===== src/rtl/dsm_pkg.sv =====
// Constants, types and decode functions for the DS3 envelope mapper
package dsm_pkg;
    // Frame and envelope geometry
    localparam logic [3:0] LAST_ROW     = 4'h8;   // Nine rows
    localparam logic [6:0] FR_LAST_COL  = 7'h59;  // 90 frame columns
    localparam logic [6:0] SPE_LAST_COL = 7'h56;  // 87 envelope columns
    localparam logic [6:0] TOH_COLS     = 7'h03;  // Transport overhead
    localparam logic [3:0] PTR_ROW      = 4'h3;   // Row of pointer bytes
    localparam logic [6:0] H1_COL       = 7'h00;
    localparam logic [6:0] H2_COL       = 7'h01;
    localparam logic [9:0] EC_LAST      = 10'h30E; // 783 capacity bytes
    localparam logic [5:0] H1_FLAGS     = 6'h18;  // Flag 0110, size 00

    // Bit layout of one payload row, 688 bits after the overhead byte
    localparam logic [9:0] OH_FIRST  = 10'h03B; // After 59 fixed stuff
    localparam logic [9:0] CTL_FIRST = 10'h03D; // Two comm bits before
    localparam logic [9:0] SO_POS    = 10'h042; // After five control
    localparam logic [2:0] CTL_MAJ   = 3'h3;    // Three of five votes

    typedef enum logic [2:0] {
        BK_FSTUFF = 3'b000,
        BK_OHC    = 3'b001,
        BK_CTL    = 3'b010,
        BK_SOPP   = 3'b011,
        BK_DATA   = 3'b100
    } dsm_bit_t;

    typedef enum logic {
        SQ_IDLE = 1'b0,
        SQ_BITS = 1'b1
    } dsm_seq_t;

    typedef struct packed {
        logic [3:0] row;
        logic [6:0] col;
    } dsm_pos_t;

    typedef struct packed {
        logic     toh;   // Byte is transport overhead
        dsm_pos_t fpos;  // Place in the frame
        dsm_pos_t spos;  // Place in the floating envelope
    } dsm_loc_t;

    localparam dsm_pos_t POS_ZERO = '{row: 4'h0, col: 7'h00};

    // Next byte position, row by row, left to right
    function automatic dsm_pos_t pos_adv(input dsm_pos_t p,
                                         input logic [6:0] last_col);
        dsm_pos_t n;
        n = p;
        if (p.col == last_col) begin
            n.col = 7'h00;
            n.row = (p.row == LAST_ROW) ? 4'h0 : p.row + 4'h1;
        end else begin
            n.col = p.col + 7'h01;
        end
        return n;
    endfunction : pos_adv

    // Kind of a payload bit from its place in the row
    function automatic dsm_bit_t bit_kind(input logic [9:0] p);
        if (p < OH_FIRST)
            return BK_FSTUFF;
        else if (p < CTL_FIRST)
            return BK_OHC;
        else if (p < SO_POS)
            return BK_CTL;
        else if (p == SO_POS)
            return BK_SOPP;
        else
            return BK_DATA;
    endfunction : bit_kind
endpackage : dsm_pkg


===== src/rtl/dsm_track.sv =====
// Frame and floating envelope position tracker for one byte stream
`timescale 1ns/100ps
module dsm_track (
    input  wire logic         mclk,  // System clock
    input  wire logic         srst,  // Synchronous reset
    input  wire logic         step,  // One byte slot passes
    input  wire logic         fs,    // Slot is first of a frame
    input  wire logic [9:0]   ptr,   // Envelope start offset
    output dsm_pkg::dsm_loc_t loc    // Position of the last slot
);
    import dsm_pkg::*;

    dsm_pos_t   fpos_reg;
    dsm_pos_t   spos_reg;
    dsm_pos_t   fpos_next;
    logic       toh_reg;
    logic [9:0] ec_reg;
    logic [9:0] ec_next;

    assign loc = '{toh: toh_reg, fpos: fpos_reg, spos: spos_reg};

    // Capacity index restarts just after the third pointer byte
    always_comb begin
        fpos_next = fs ? POS_ZERO : pos_adv(fpos_reg, FR_LAST_COL); // [RL13]
        if (fpos_next.row == PTR_ROW && fpos_next.col == TOH_COLS)
            ec_next = 10'h000;
        else if (ec_reg == EC_LAST)
            ec_next = 10'h000;
        else
            ec_next = ec_reg + 10'h001;
    end

    // Frame position
    always_ff @(posedge mclk) begin
        if (srst) begin
            fpos_reg <= '{row: LAST_ROW, col: FR_LAST_COL};
            toh_reg  <= 1'b1;
        end else if (step) begin
            fpos_reg <= fpos_next;
            toh_reg  <= fpos_next.col < TOH_COLS; // [RL14] [RL2]
        end
    end

    // Envelope floats; a pointer match may land in any frame row
    always_ff @(posedge mclk) begin
        if (srst) begin
            ec_reg   <= EC_LAST;
            spos_reg <= '{row: LAST_ROW, col: SPE_LAST_COL};
        end else if (step && fpos_next.col >= TOH_COLS) begin // [RL2]
            ec_reg   <= ec_next;
            if (ec_next == ptr)                               // [RL3] [RL15]
                spos_reg <= POS_ZERO;
            else
                spos_reg <= pos_adv(spos_reg, SPE_LAST_COL);  // [RL1]
        end
    end
endmodule : dsm_track


===== src/rtl/dsm_mapper.sv =====
// DS3 into STS-1 envelope mapper and de-mapper, bit serial per byte
//
// How it works
// [RL1] The envelope is tracked as 87 byte columns by 9 rows.
// [RL2] Every frame byte outside the overhead columns is capacity.
// [RL3] The envelope may start at any capacity byte and cross frames.
// [RL4] The first envelope column is path overhead, sent as zero here.
// [RL5] Each row has 59 fixed stuff bits, sent zero and ignored.
// [RL6] Each row carries 621 fixed DS3 data bits.
// [RL7] Each row has exactly one stuff opportunity bit.
// [RL8] The mapper picks data or stuff per row from the rate balance.
// [RL9] Five control bits per row tell how the opportunity bit is used.
// [RL10] Control bits all zero mean the opportunity bit is data.
// [RL11] Control bits all one mean the opportunity bit is stuff.
// [RL12] Two comm bits per row are reachable on user ports.
// [RL13] Frames run as 9 rows of 90 bytes, row by row, 8000 per second.
// [RL14] The first three columns of each frame are transport overhead.
// [RL15] The envelope start comes from the pointer bytes.
// [RL16] The de-mapper votes three of five over the control bits.
// [RL17] A bit buffer above nominal fill takes data, else stuff.
`timescale 1ns/100ps
module dsm_mapper #(
    parameter int         DEPTH  = 64,     // Elastic buffer bits
    parameter logic [9:0] TX_PTR = 10'h000 // Outgoing envelope offset
) (
    input  wire logic       mclk,          // 250 MHz system clock
    input  wire logic       srst,          // Synchronous reset
    input  wire logic       ds3_in_bit,    // Incoming DS3 bit
    input  wire logic       ds3_in_valid,  // Incoming bit strobe
    output logic            ds3_in_ready,  // Buffer has room
    input  wire logic [1:0] oh_tx,         // Comm bits to send
    input  wire logic       tx_req,        // Frame logic wants a byte
    input  wire logic       tx_fs,         // Requested byte starts frame
    output logic [7:0]      tx_byte,       // Built byte
    output logic            tx_byte_valid, // Built byte strobe
    output logic            tx_underrun,   // Buffer ran dry
    input  wire logic [7:0] rx_byte,       // Received frame byte
    input  wire logic       rx_valid,      // Received byte strobe
    input  wire logic       rx_fs,         // Received byte starts frame
    output logic            ds3_out_bit,   // Recovered DS3 bit
    output logic            ds3_out_valid, // Recovered bit strobe
    output logic [1:0]      oh_rx          // Comm bits received
);
    import dsm_pkg::*;

    localparam int         AW      = $clog2(DEPTH);
    localparam logic [AW:0] FULL_LVL = (AW+1)'(DEPTH);
    localparam logic [AW:0] NOM_LVL  = (AW+1)'(DEPTH / 2);

    logic        mem [0:DEPTH-1];
    logic [AW:0] wp_reg;
    logic [AW:0] rp_reg;
    logic [AW:0] fill;
    logic        push;
    logic        pop_req;
    logic        pop;

    dsm_seq_t    tx_st;
    dsm_seq_t    rx_st;
    logic [2:0]  tx_cnt;
    logic [2:0]  rx_cnt;
    dsm_loc_t    tx_loc;
    dsm_loc_t    rx_loc;
    logic        tx_step;
    logic        rx_step;
    logic [9:0]  tx_p;
    logic [9:0]  rx_p;
    dsm_bit_t    tx_bk;
    dsm_bit_t    rx_bk;
    logic        tx_bits;
    logic        rx_bits;
    logic        tx_pay;
    logic        rx_pay;
    logic        tx_bit;
    logic        rx_b;
    logic        stuff_reg;
    logic        stuff_now;
    logic [7:0]  toh_byte;
    logic [7:0]  tx_sh;
    logic [7:0]  rx_sh;
    logic [7:0]  h1_reg;
    logic [9:0]  rx_ptr_reg;
    logic [2:0]  ones_reg;
    logic        rx_emit;

    // Elastic bit buffer; full only drops bits the source chose to send
    assign fill         = wp_reg - rp_reg;
    assign ds3_in_ready = fill != FULL_LVL;
    assign push         = ds3_in_valid && ds3_in_ready;
    assign pop          = pop_req && fill != '0;

    always_ff @(posedge mclk) begin
        if (push)
            mem[wp_reg[AW-1:0]] <= ds3_in_bit;
    end

    always_ff @(posedge mclk) begin
        if (srst) begin
            wp_reg <= '0;
            rp_reg <= '0;
        end else begin
            if (push)
                wp_reg <= wp_reg + 1'b1;
            if (pop)
                rp_reg <= rp_reg + 1'b1; // [RL17]
        end
    end

    // Byte slot trackers; requests while busy are ignored
    assign tx_step = tx_req && tx_st == SQ_IDLE;
    assign rx_step = rx_valid && rx_st == SQ_IDLE;

    dsm_track u_tx_track (
        .mclk (mclk),
        .srst (srst),
        .step (tx_step),
        .fs   (tx_fs),
        .ptr  (TX_PTR),
        .loc  (tx_loc)
    );

    dsm_track u_rx_track (
        .mclk (mclk),
        .srst (srst),
        .step (rx_step),
        .fs   (rx_fs),
        .ptr  (rx_ptr_reg),
        .loc  (rx_loc)
    );

    // Eight bit cycles follow each accepted byte slot
    always_ff @(posedge mclk) begin
        if (srst) begin
            tx_st  <= SQ_IDLE;
            tx_cnt <= 3'h0;
        end else begin
            case (tx_st)
                SQ_IDLE: if (tx_step) begin
                    tx_st  <= SQ_BITS;
                    tx_cnt <= 3'h0;
                end
                SQ_BITS: begin
                    tx_cnt <= tx_cnt + 3'h1;
                    if (tx_cnt == 3'h7)
                        tx_st <= SQ_IDLE;
                end
                default: tx_st <= SQ_IDLE;
            endcase
        end
    end

    always_ff @(posedge mclk) begin
        if (srst) begin
            rx_st  <= SQ_IDLE;
            rx_cnt <= 3'h0;
            rx_sh  <= 8'h00;
        end else begin
            case (rx_st)
                SQ_IDLE: if (rx_step) begin
                    rx_st  <= SQ_BITS;
                    rx_cnt <= 3'h0;
                    rx_sh  <= rx_byte;
                end
                SQ_BITS: begin
                    rx_cnt <= rx_cnt + 3'h1;
                    if (rx_cnt == 3'h7)
                        rx_st <= SQ_IDLE;
                end
                default: rx_st <= SQ_IDLE;
            endcase
        end
    end

    // Bit place in the row; column 0 is path overhead, never payload
    assign tx_bits = tx_st == SQ_BITS;
    assign rx_bits = rx_st == SQ_BITS;
    assign tx_pay  = !tx_loc.toh && tx_loc.spos.col != 7'h00; // [RL4]
    assign rx_pay  = !rx_loc.toh && rx_loc.spos.col != 7'h00; // [RL4]
    assign tx_p    = {tx_loc.spos.col - 7'h01, tx_cnt};
    assign rx_p    = {rx_loc.spos.col - 7'h01, rx_cnt};
    assign tx_bk   = bit_kind(tx_p); // [RL7]
    assign rx_bk   = bit_kind(rx_p); // [RL7]
    assign rx_b    = rx_sh[3'h7 - rx_cnt];

    // Outgoing overhead: only the pointer bytes carry content here
    always_comb begin
        if (tx_loc.fpos.row == PTR_ROW && tx_loc.fpos.col == H1_COL)
            toh_byte = {H1_FLAGS, TX_PTR[9:8]};            // [RL15]
        else if (tx_loc.fpos.row == PTR_ROW && tx_loc.fpos.col == H2_COL)
            toh_byte = TX_PTR[7:0];                        // [RL15]
        else
            toh_byte = 8'h00;                              // [RL14]
    end

    // Mapper bit choice; stuff decided once per row at first control bit
    always_comb begin
        stuff_now = stuff_reg;
        if (tx_pay && tx_p == CTL_FIRST)
            stuff_now = fill <= NOM_LVL;                   // [RL17] [RL8]
        pop_req = 1'b0;
        tx_bit  = 1'b0;
        if (tx_loc.toh) begin
            tx_bit = toh_byte[3'h7 - tx_cnt];
        end else if (tx_pay) begin
            case (tx_bk)
                BK_OHC:  tx_bit  = (tx_p == OH_FIRST) ? oh_tx[1] : oh_tx[0];
                BK_CTL:  tx_bit  = stuff_now;              // [RL10] [RL11]
                BK_SOPP: pop_req = !stuff_now & tx_bits;   // [RL10] [RL11]
                BK_DATA: pop_req = tx_bits;                // [RL6]
                default: tx_bit  = 1'b0;                   // [RL5]
            endcase
            if (pop_req)
                tx_bit = fill != '0 && mem[rp_reg[AW-1:0]];
        end
    end

    // Stuff choice holds for the rest of the row
    always_ff @(posedge mclk) begin
        if (srst)
            stuff_reg <= 1'b1;
        else if (tx_bits && tx_pay && tx_p == CTL_FIRST)
            stuff_reg <= stuff_now; // [RL9]
    end

    // Byte assembly, most significant bit first
    always_ff @(posedge mclk) begin
        if (srst) begin
            tx_sh         <= 8'h00;
            tx_byte       <= 8'h00;
            tx_byte_valid <= 1'b0;
            tx_underrun   <= 1'b0;
        end else begin
            tx_byte_valid <= 1'b0;
            tx_underrun   <= pop_req && fill == '0;
            if (tx_bits) begin
                tx_sh <= {tx_sh[6:0], tx_bit};
                if (tx_cnt == 3'h7) begin
                    tx_byte       <= {tx_sh[6:0], tx_bit};
                    tx_byte_valid <= 1'b1; // [RL13]
                end
            end
        end
    end

    // Pointer capture; out of range values are ignored
    always_ff @(posedge mclk) begin
        if (srst) begin
            h1_reg     <= 8'h00;
            rx_ptr_reg <= 10'h000;
        end else if (rx_bits && rx_cnt == 3'h0 && rx_loc.toh
                     && rx_loc.fpos.row == PTR_ROW) begin
            if (rx_loc.fpos.col == H1_COL)
                h1_reg <= rx_sh;
            else if (rx_loc.fpos.col == H2_COL
                     && {h1_reg[1:0], rx_sh} <= EC_LAST)
                rx_ptr_reg <= {h1_reg[1:0], rx_sh}; // [RL15]
        end
    end

    // De-mapper: majority vote tolerates one corrupted control bit
    assign rx_emit = rx_bits && rx_pay && (rx_bk == BK_DATA // [RL6]
                     || (rx_bk == BK_SOPP && ones_reg < CTL_MAJ)); // [RL16]

    always_ff @(posedge mclk) begin
        if (srst) begin
            ones_reg      <= 3'h0;
            ds3_out_bit   <= 1'b0;
            ds3_out_valid <= 1'b0;
            oh_rx         <= 2'b00;
        end else begin
            ds3_out_valid <= rx_emit;
            if (rx_emit)
                ds3_out_bit <= rx_b;
            if (rx_bits && rx_pay && rx_bk == BK_CTL)
                ones_reg <= (rx_p == CTL_FIRST) ? {2'b00, rx_b}
                            : ones_reg + {2'b00, rx_b};   // [RL9] [RL16]
            if (rx_bits && rx_pay && rx_bk == BK_OHC) begin
                if (rx_p == OH_FIRST)
                    oh_rx[1] <= rx_b;                     // [RL12]
                else
                    oh_rx[0] <= rx_b;                     // [RL12]
            end
        end
    end
endmodule : dsm_mapper


===== config.mk =====
export PLATFORM = sky130hd
export DESIGN_NAME = dsm_mapper
export DESIGN_NICKNAME = d
export VERILOG_FILES = /design/src/rtl/dsm_pkg.sv /design/src/rtl/dsm_track.sv /design/src/rtl/dsm_mapper.sv
export SDC_FILE = /design/constraint.sdc
export NUM_CORES = 1
export LEC_CHECK = 0
export BUFFER_PORTS_ARGS = -buffer_cell sky130_fd_sc_hd__buf_4
export CAP_MARGIN = 0
export CELL_PAD_IN_SITES_DETAIL_PLACEMENT = 0
export CELL_PAD_IN_SITES_GLOBAL_PLACEMENT = 1
export CORE_MARGIN = 5
export CORE_UTILIZATION = 49
export DETAILED_ROUTE_END_ITERATION = 6
export PLACE_DENSITY = 0.8
export RECOVER_POWER = 25
export SLEW_MARGIN = 5
export SYNTH_ARGS = -nofsm -noshare
export SYNTH_HDL_FRONTEND = slang
export SYNTH_SLANG_ARGS = --single-unit

===== constraint.sdc =====
create_clock -name mclk -period 4.3 [get_ports mclk]
set_clock_uncertainty 0.05 [all_clocks]
set_input_delay 0.215 -clock mclk [delete_from_list [all_inputs] [get_ports mclk]]
set_output_delay 0.215 -clock mclk [all_outputs]
set_load 0.02 [all_outputs]

# Word level (Yosys, flattened, before mapping)
# Memory sizes are Yosys's and may differ from the RTL's. A register that Yosys moved wholly into a read port is not among the register bits.
# Index checks and enable logic that the tools add are counted.
[totals]
register_bits = 133
ram_bits = 64
in_bits = 18
output_inout_bits = 15
wordCells = 217
memories = 1
[op_classes]
addsub = 20
n_lt_le_gt_ge = 15
n_eq_ne = 37
muxes = 60
bitwise_logic = 5
reduce_logical = 48
[memory_table]
columns = ["name", "depth", "width", "rd", "rd_ports_with_merged_regs", "write_ports", "line", "rtl"]
rows = [
  ["mem", 64, 1, 1, 1, 1, "dsm_mapper.sv:50", "logic mem [0:DEPTH-1];"],
]
[ops]
columns = ["operator", "n"]
rows = [
  ["11-bit two-way mux", 4],
  ["7-bit by 1-bit adder with 7-bit output (second input constant)", 6],
  ["10-bit by 6-bit equality test with 1-bit output (second input constant)", 4],
  ["10-bit by 6-bit less-than comparator with 1-bit output (second input constant)", 4],
  ["10-bit two-way mux", 4],
  ["7-bit two-way mux", 5],
  ["3-bit two-way mux", 11],
  ["4-bit two-way mux", 8],
  ["7-bit equality test (second input constant)", 4],
  ["1-bit logical AND", 25],
  ["7-bit logical NOT", 3],
  ["7-bit nonzero test", 3],
  ["10-bit by 1-bit adder with 10-bit output (second input constant)", 2],
  ["10-bit equality test (second input constant)", 2],
  ["10-bit by 7-bit equality test with 1-bit output (second input constant)", 2],
  ["10-bit by 7-bit less-than comparator with 1-bit output (second input constant)", 2],
  ["1-bit two-way mux", 18],
  ["4-bit by 1-bit adder with 4-bit output (second input constant)", 4],
  ["4-bit by 2-bit equality test with 1-bit output (second input constant)", 4],
  ["4-bit equality test (second input constant)", 4],
  ["7-bit by 2-bit equality test with 1-bit output (second input constant)", 2],
  ["7-bit by 2-bit >= comparator with 1-bit output (second input constant)", 2],
  ["7-bit by 2-bit less-than comparator with 1-bit output (second input constant)", 2],
  ["2-bit AND reduction", 7],
  ["other kinds (29)", 53],
]

# Logic depth before layout (Yosys ltp)
# Gate-level depths: netlist of the first run.
[depth]
ltp_word = 15
depth_mapped = 12

# Modules after synthesis
# From an unflattened synthesis of the first run, not the netlist that was laid out.
[hier_totals]
cells_unflattened = 1299
hier_area_um2 = 11736.3
[by_module_without_submodules]
columns = ["module", "n_inst", "cells_per_inst", "area_per_inst_um2", "seq_area_each_um2"]
rows = [
  ["dsm_mapper", 1, 667, 6852.8, 3383.2],
  ["dsm_track at u_tx_track", 1, 326, 2479.9, 660.6],
  ["dsm_track at u_rx_track", 1, 306, 2403.6, 660.6],
]

# Worst setup path before layout of the first run
# Ideal clock, no wire load.
[synth_timing]
kind = "register to register"
from = "reg u_tx_track.spos_reg (netlist bit u_tx_track.loc[0])"
to = "reg tx_sh[0]"
setup_time_ns = 0.091
arrival_ns = 2.862
required_time_ns = 4.159
path_slack_ns = 1.297
path_stages_with_launch = 11
path_buffers = 0
cell_sequence = "dfxtp_1 -> inv_1 -> ha_1 -> or4b_2 -> o22ai_2 -> o21ai_1 -> nor4_2 -> o2111ai_1 -> a2111oi_0 -> a31oi_1 -> a311oi_1"
[synth_via]
elab_chain_cells = 13
[synth_rtl]
columns = ["element", "line", "rtl"]
rows = [
  ["from (decl)", "dsm_track.sv:14", "dsm_pos_t spos_reg;"],
  ["from (signal assigned)", "dsm_track.sv:48", "spos_reg <= '{row: LAST_ROW, col: SPE_LAST_COL};"],
  ["from (signal assigned)", "dsm_track.sv:54", "spos_reg <= pos_adv(spos_reg, SPE_LAST_COL);"],
  ["parallel branches: the longest is 11 deep, another holds 10-bit by 7-bit less-than comparator with 1-bit output", "n/a", ""],
  ["1-bit two-way mux (*)", "dsm_mapper.sv:204", "end else if (tx_pay) begin"],
  ["1-bit two-way mux (*)", "dsm_mapper.sv:202", "if (tx_loc.toh) begin"],
  ["to (signal assigned)", "dsm_mapper.sv:236", "tx_sh <= {tx_sh[6:0], tx_bit};"],
  ["to (decl)", "dsm_mapper.sv:79", "logic [7:0] tx_sh;"],
]
# Every way passes the cells marked *. The select of a mux whose other input is x is not followed.
# A chain may end at the register's enable or synchronous reset.

# Worst setup path in the final report of the first run
# Same ends and word-level chain as after synthesis.

==> flow_metrics.py, run 1 <==
metrics = {
    "status": {
        "run_status": "complete, but fails checks",
        "violated_checks": "capacitance limit, slew limit",
    },
    "power": {
        "net-switching-power_mw": 1.254,
        "switching_share_pct": 29.80,
        "powerDensity_nw_per_um2": 362.5,
        "intPower_mw": 2.955,
        "share_seq_of_total_power_pct": 48.0,
        "power.clock.fraction_pct": 41.2,
        "static-leakage-power_nw": 4.047,
        "ir_worst_vdd_mv": 0.2231,
        "power_frac_comb_pct": 10.8,
    },
    "synth": {
        "synthFlopType": "dfxtp_1",
        "syn_area_um2": 10490,
        "postSynthRegisterBits": 195,
        "synth.most_common_cell": "nor2_1",
        "synth_area_per_cell_um2": 9.136,
        "synth.distinct_cells": 78,
        "synth.yosys.seq_area_share_pct": 43.33,
        "synth_top_area_share_pct": 25.01,
        "syn-instance-count": 1148,
        "post_synth_main_area_contributors": "dfxtp_1 25%, edfxtp_1 18%, nor2_1 5.5%",
        "asr_flop_ratio_synth_pct": 0,
        "syn_nets": 1208,
        "post_synth_most_frequent_cells": "154 x nor2_1, 131 x dfxtp_1, 103 x nand2_1, 75 x a21oi_1, 64 x edfxtp_1",
        "synth.yosys.warnings": 0,
        "synthDominantAreaCellType": "dfxtp_1",
        "synth_edf_count": 64,
    },
    "worst_setup_path": {
        "worstPathRequired_ns": 4.60,
        "timing.critical_path.depth": 10,
        "critical_path.top_delay_family": "compound AO/OA/AOI/OAI gates",
        "cpPeakStageDelay_ns": 0.64,
        "critical_path.endpoint_type": "flop",
        "path_cells": "inv_1 > ha_1 > or4b_2 > o22ai_2 > o21ai_1 > nor4_2 > o2111ai_1 > a2111oi_0 > a31oi_1 > a311oi_1",
        "r2r_cells": 10,
        "crit_slowest_cell": "or4b_2",
        "worst-setup-path-type": "flop to flop",
        "startpoint_type": "flop",
        "number_of_buffers_and_inverters_on_the_critical_path": 1,
        "cp_max_fo": 10,
        "critical_path_arrival_ns": 3.76,
    },
    "placed_design": {
        "portBuffers": 32,
        "final_replace_weighted_congestion": 0.8473,
        "post-dp-hpwl_mm": 16.63,
        "place.detailed.instances": 1403,
    },
    "detailed_routing": {
        "antenna_left": 0,
        "avgRoutedWirePerCell_um": 16.80,
        "drt-vias-per-instance": 5.727,
        "drt_pre_antenna_iters": 7,
        "dr_total_vias": 8259,
        "drc_errors": 0,
        "detailedRoute.firstIterationViolations": 567,
        "routed_wl_mm": 24.22,
    },
    "run": {
        "max-cap-violations": 1,
    },
    "clocking": {
        "clk_latency_ns": 0.45,
        "postCtsSetupBuffers": 0,
        "cts_inserted_buffers": 17,
        "cts_max_path_buffers": 2,
        "clock_root_buffer_master": "clkbuf_16",
        "worst_setup_hold_path_clk_slew_ns": 0.09,
        "tritoncts": "yes",
        "cts_num_sinks": 195,
        "clock_tree.htree_level_count": 4,
        "cts-resized-gates": 0,
    },
    "global_route": {
        "grt_pass1_wl_mm": 40.10,
        "globalRoute.totalOverflow": 0,
        "number_of_antenna_violations_at_the_first_check_in_global_routing": 0,
        "vias_in_the_first_global_route": 7701,
        "grtUsageTotal_pct": 20.15,
        "grt_start_max_net_pins": 65,
    },
    "floorplan": {
        "start_util_pct": 49.89,
        "floorplan.die.height_um": 156.3,
        "dieArea_um2": 24430,
        "rows": 53,
        "coreArea_um2": 21020,
        "die-width_um": 156.3,
        "num_io_pins": 33,
    },
    "timing": {
        "finalSetupViolations": 0,
        "tightest_slew_ns": 2.314,
        "layout_worst_path_cycle_share_pct": 80.43,
        "timing.final.crit_period_ns": 3.458,
        "unrepaired_setup_endpoints_after_global_routing": "no",
        "clock.fmax_mhz": 289.2,
        "maxSlewViolCount": 65,
        "timing.max_slew.rel_slack_pct": -54.29,
        "final.setup.tns_ns": 0,
        "hold_violations": 0,
    },
    "finish": {
        "area_delta_synth_final_pct": 10.74,
        "finalNetCount": 1214,
        "diodes": 0,
        "fin_cells": 1442,
        "layout-drive-gt1-share_pct": 10.11,
        "flip_flop_count_of_the_largest_register_after_layout": 64,
    },
    "worst_hold_path": {
        "holdPathStages": 3,
        "timing.hold.worst.class": "primary input to flop",
    },
}
## path summary, 6_finish.rpt
| check | startpoint | endpoint | slack [ns] |
|---|---|---|---|
| worst max-delay path | u_tx_track.loc[0] | tx_sh[0] | 0.84 |
| worst min-delay path | rx_byte[1] | rx_sh[1] | 0.01 |
| worst max register to register | u_tx_track.loc[0] | tx_sh[0] | 0.84 |
| worst min register to register | tx_byte[2] | tx_byte[2] | 0.41 |
## per-layer routing
metal	vias up	wire, um	track usage, %
met3	17	935	3.457
met1	3904	11460	27.95
met2	146	11650	33.52
li1	4192	-	-
met4	0	175	3.967
met5	-	0	0
## through the flow
step / power, mW / utilization (%) / hold slack, ns / setup slack [ns] / area (um^2)
2_1_floorplan: 2.370 / - / 0.2639 / 1.297 / 10490
3_5_place_dp: 2.506 / 51.87 / 0.3978 / 0.9564 / 10900
3_3_place_gp: 2.505 / 51.87 / 0.3971 / 1.068 / 10900
5_1_grt: 4.389 / 55.25 / 0.004438 / 0.6079 / 11610
6_report: 4.210 / 55.25 / 0.01345 / 0.8416 / 11610
4_1_cts: 4.243 / 55.32 / 0.006949 / 0.9040 / 11630
## power by group through the flow
stage,clock [mW],combinational (mW),sequential (mW)
final,1.74,0.453,2.02
after global placement,0,0.444,2.06
after global routing,1.85,0.509,2.03
after CTS,1.77,0.453,2.02
after floorplan,0,0.350,2.02
after detailed placement,0,0.446,2.06
## cells by family after synthesis
group           after synthesis  synth area share [%]
fa+ha+maj                    42                 5.011
compound gates              241                 14.69
buf+inv                     107                 3.937
flops                       195                 43.33
mux                          51                 7.540
xor+xnor                     30                 2.505
simple gates                482                 22.99
## placed cells by master (no fill, tap or decap), types with 5 or more instances in the layout
cell type      synthesis  routed
a21oi_1               75      75
xor2_1                10      10
and3_1                17      17
xnor2_1               20      20
nand3_1               51      51
inv_1                 45      45
ha_1                  42      42
nor3_1                25      25
o31ai_1                6       6
nor3b_1                7       7
dfxtp_1              131     131
inv_12                 0       8
or3_1                 11      11
o211ai_1              12      12
nand4b_1               6       6
nor4_1                 8       8
nand2_1              103     103
or4_1                  7       7
buf_4                  0      38
o21ai_0               55      55
nand3b_1              13      13
a21o_1                 6       6
dlygate4sd3_1          0       7
o21ai_1                6       6
nor2_1               154     154
and2_1                10      10
nand2b_1              11      11
mux2i_1               25      25
nand4_1               14      14
nor2b_1               13      13
clkbuf_16              0      17
or2_2                  5       5
edfxtp_1              64      64
a31oi_1               16      16
a211oi_1               6       6
mux4_2                22      22
## repair_timing
item,4_1_cts,5_1_grt
endpoints found under the hold margin,7,0
hold buffers,7,0
endpoints found under the setup margin,0,0
## worst register-to-register path: stages (launching register included)
cell	delay, ns
dfxtp_1	0.50
inv_1	0.15
ha_1	0.31
or4b_2	0.65
o22ai_2	0.17
o21ai_1	0.14
nor4_2	0.39
o2111ai_1	0.17
a2111oi_0	0.46
a31oi_1	0.11
a311oi_1	0.26
## layout make-up
| cell class | count | area (um^2) |
|---|---|---|
| Tap cell | 275 | 344.1 |
| Fill cell | 1862 | 9408 |
| Clock inverter | 15 | 230.2 |
| Multi-Input combinational cell | 846 | 5530 |
| Clock buffer | 17 | 425.4 |
| Sequential cell | 195 | 4544 |
| Timing Repair Buffer | 49 | 370.4 |
| Inverter | 45 | 168.9 |
Power figures use the tool's default switching activity.
==> run 2, diff against run 1 <==
Settings changed: CORE_UTILIZATION 49 to 44, PLACE_DENSITY 0.8 to 0.76.
Clock period 4.3 ns to 3.12 ns, I/O delays scaled along.
==> flow_metrics.py, run 2 (same netlist as run 1, synthesis figures left out) <==
metrics = {
    "status": {
        "run_status": "complete, but fails checks",
        "violated_checks": "capacitance limit, slew limit",
    },
    "worst_setup_path": {
        "crit_slowest_cell": "dfxtp_1",
        "worst-setup-path-type": "flop to flop",
        "number_of_buffers_and_inverters_on_the_critical_path": 1,
        "critical_path_arrival_ns": 3.14,
        "r2r_setup_slack_ns": 0.08,
        "startpoint_type": "flop",
        "critical_path.endpoint_type": "flop",
        "critical_path.top_delay_family": "simple AND/OR/NAND/NOR gates",
        "worstPathRequired_ns": 3.22,
        "cp_max_fo": 8,
        "path_cells": "inv_1 > ha_1 > nor2b_1 > o2111a_1 > or2_2 > a31o_2 > a21oi_1 > and2_1 > nand3_1 > nor2_1",
        "cpPeakStageDelay_ns": 0.40,
    },
    "timing": {
        "finalSetupViolations": 0,
        "clock.fmax_mhz": 329.3,
        "unrepaired_setup_endpoints_after_global_routing": "yes",
        "maxSlewViolCount": 65,
        "post-route-worst-setup-slack_ns": 0.08281,
        "layout_worst_path_cycle_share_pct": 97.35,
        "tightest_slew_ns": 2.320,
        "timing.max_slew.rel_slack_pct": -54.69,
        "final.setup.tns_ns": 0,
        "timing.final.crit_period_ns": 3.037,
        "hold_violations": 0,
    },
    "finish": {
        "diodes": 0,
        "post-route-util_pct": 51.27,
        "fin_cells": 1531,
        "register_area_um2": 4544,
        "finalNetCount": 1259,
        "area_delta_synth_final_pct": 14.75,
        "layout.cells.most_common": "nor2_1",
        "flip_flop_count_of_the_largest_register_after_layout": 64,
        "fill_cells": 2168,
        "layout_common_cells": "154 x nor2_1, 131 x dfxtp_1, 102 x nand2_1, 83 x buf_4, 75 x a21oi_1",
        "layout-drive-gt1-share_pct": 14.19,
        "multiInputGateArea_um2": 5587,
        "postLayoutCellArea_um2": 12030,
    },
    "global_route": {
        "globalRoute.totalOverflow": 0,
        "grtUsageTotal_pct": 18.54,
        "number_of_antenna_violations_at_the_first_check_in_global_routing": 0,
        "grt_start_max_net_pins": 72,
        "vias_in_the_first_global_route": 8052,
        "grt_pass1_wl_mm": 40.59,
    },
    "placed_design": {
        "post-dp-hpwl_mm": 17.02,
        "place.detailed.instances": 1485,
        "final_replace_weighted_congestion": 0.8256,
        "area_post_placement_um2": 11240,
        "portBuffers": 32,
        "preCtsSetupSlack_ns": 0.03790,
    },
    "floorplan": {
        "dieArea_um2": 27020,
        "start_util_pct": 44.68,
        "die-width_um": 164.4,
        "floorplan.die.height_um": 164.4,
        "rows": 56,
        "coreArea_um2": 23470,
        "num_io_pins": 33,
    },
    "power": {
        "net-switching-power_mw": 1.589,
        "powerDensity_nw_per_um2": 481.6,
        "share_seq_of_total_power_pct": 47.7,
        "intPower_mw": 4.206,
        "power.clock.fraction_pct": 39.7,
        "power_frac_comb_pct": 12.6,
        "ir_worst_vdd_mv": 0.2732,
        "static-leakage-power_nw": 4.263,
        "switching_share_pct": 27.42,
    },
    "clocking": {
        "cts_max_path_buffers": 2,
        "tritoncts": "yes",
        "clock_tree.htree_level_count": 4,
        "worst_setup_hold_path_clk_slew_ns": 0.08,
        "clk_latency_ns": 0.44,
        "clock_root_buffer_master": "clkbuf_16",
        "cts_num_sinks": 195,
        "cts_inserted_buffers": 17,
    },
    "detailed_routing": {
        "dr_total_vias": 8457,
        "drc_errors": 0,
        "routed_wl_mm": 24.41,
        "detailedRoute.firstIterationViolations": 620,
        "avgRoutedWirePerCell_um": 15.94,
        "drt-vias-per-instance": 5.524,
        "antenna_left": 0,
        "drt_pre_antenna_iters": 5,
    },
    "run": {
        "max-cap-violations": 1,
    },
    "worst_hold_path": {
        "timing.hold.worst.class": "primary input to flop",
    },
}
## run 2: stage by stage
step / hold slack (ns) / power, mW
after floorplan: 0.2049 / 3.267
after global placement: 0.3637 / 3.516
after detailed placement: 0.3658 / 3.522
after CTS: 0.002335 / 5.834
after global routing: 0.01769 / 6.056
final: 0.01173 / 5.795
## run 2: worst register-to-register path, delay by kind of cell (launching register included)
kind / cells / cell delay, ns
buf+inv: 1 / 0.07
fa+ha+maj: 1 / 0.28
flops: 1 / 0.40
simple gates: 5 / 1.19
compound gates: 3 / 0.75
## run 2: cell type report
type | instances | area share [%]
multi-input cells | 846 | 46.42
clock buffers | 17 | 3.535
repair buffers | 94 | 6.041
flip-flops and latches | 195 | 37.76
well taps | 319 | 3.317
clock inverters | 15 | 1.518
inverters | 45 | 1.404
## run 2: power groups by stage
stage                     clock, mW  sequential, mW  combinational, mW
after floorplan                   0            2.78              0.483
after global placement            0            2.82              0.694
after detailed placement          0            2.82              0.700
after CTS                      2.36            2.76              0.714
after global routing           2.47            2.78              0.809
final                          2.30            2.77              0.732
## run 2: final timing paths
check	cells after the start	start	end
worst min-delay path	4	tx_req	tx_cnt[1]
worst max register to register	10	rp_reg[1]	mem[19]
worst max-delay path	10	rp_reg[1]	mem[19]
worst min register to register	2	tx_sh[6]	tx_byte[7]
## run 2: repair_timing
action,4_1_cts,5_1_grt
pin swaps,0,3
setup buffers,0,4
hold endpoints to repair,13,0
hold buffers,10,0
endpoints found under the setup margin,1,58
gates resized for setup,1,14
## run 2: metal layers
metal	vias up	wire, um	track usage (%)
met5	-	0	0
met2	99	11480	30.46
met3	15	699	3.269
met4	0	269	4.612
met1	4053	11960	25.57
li1	4290	-	-
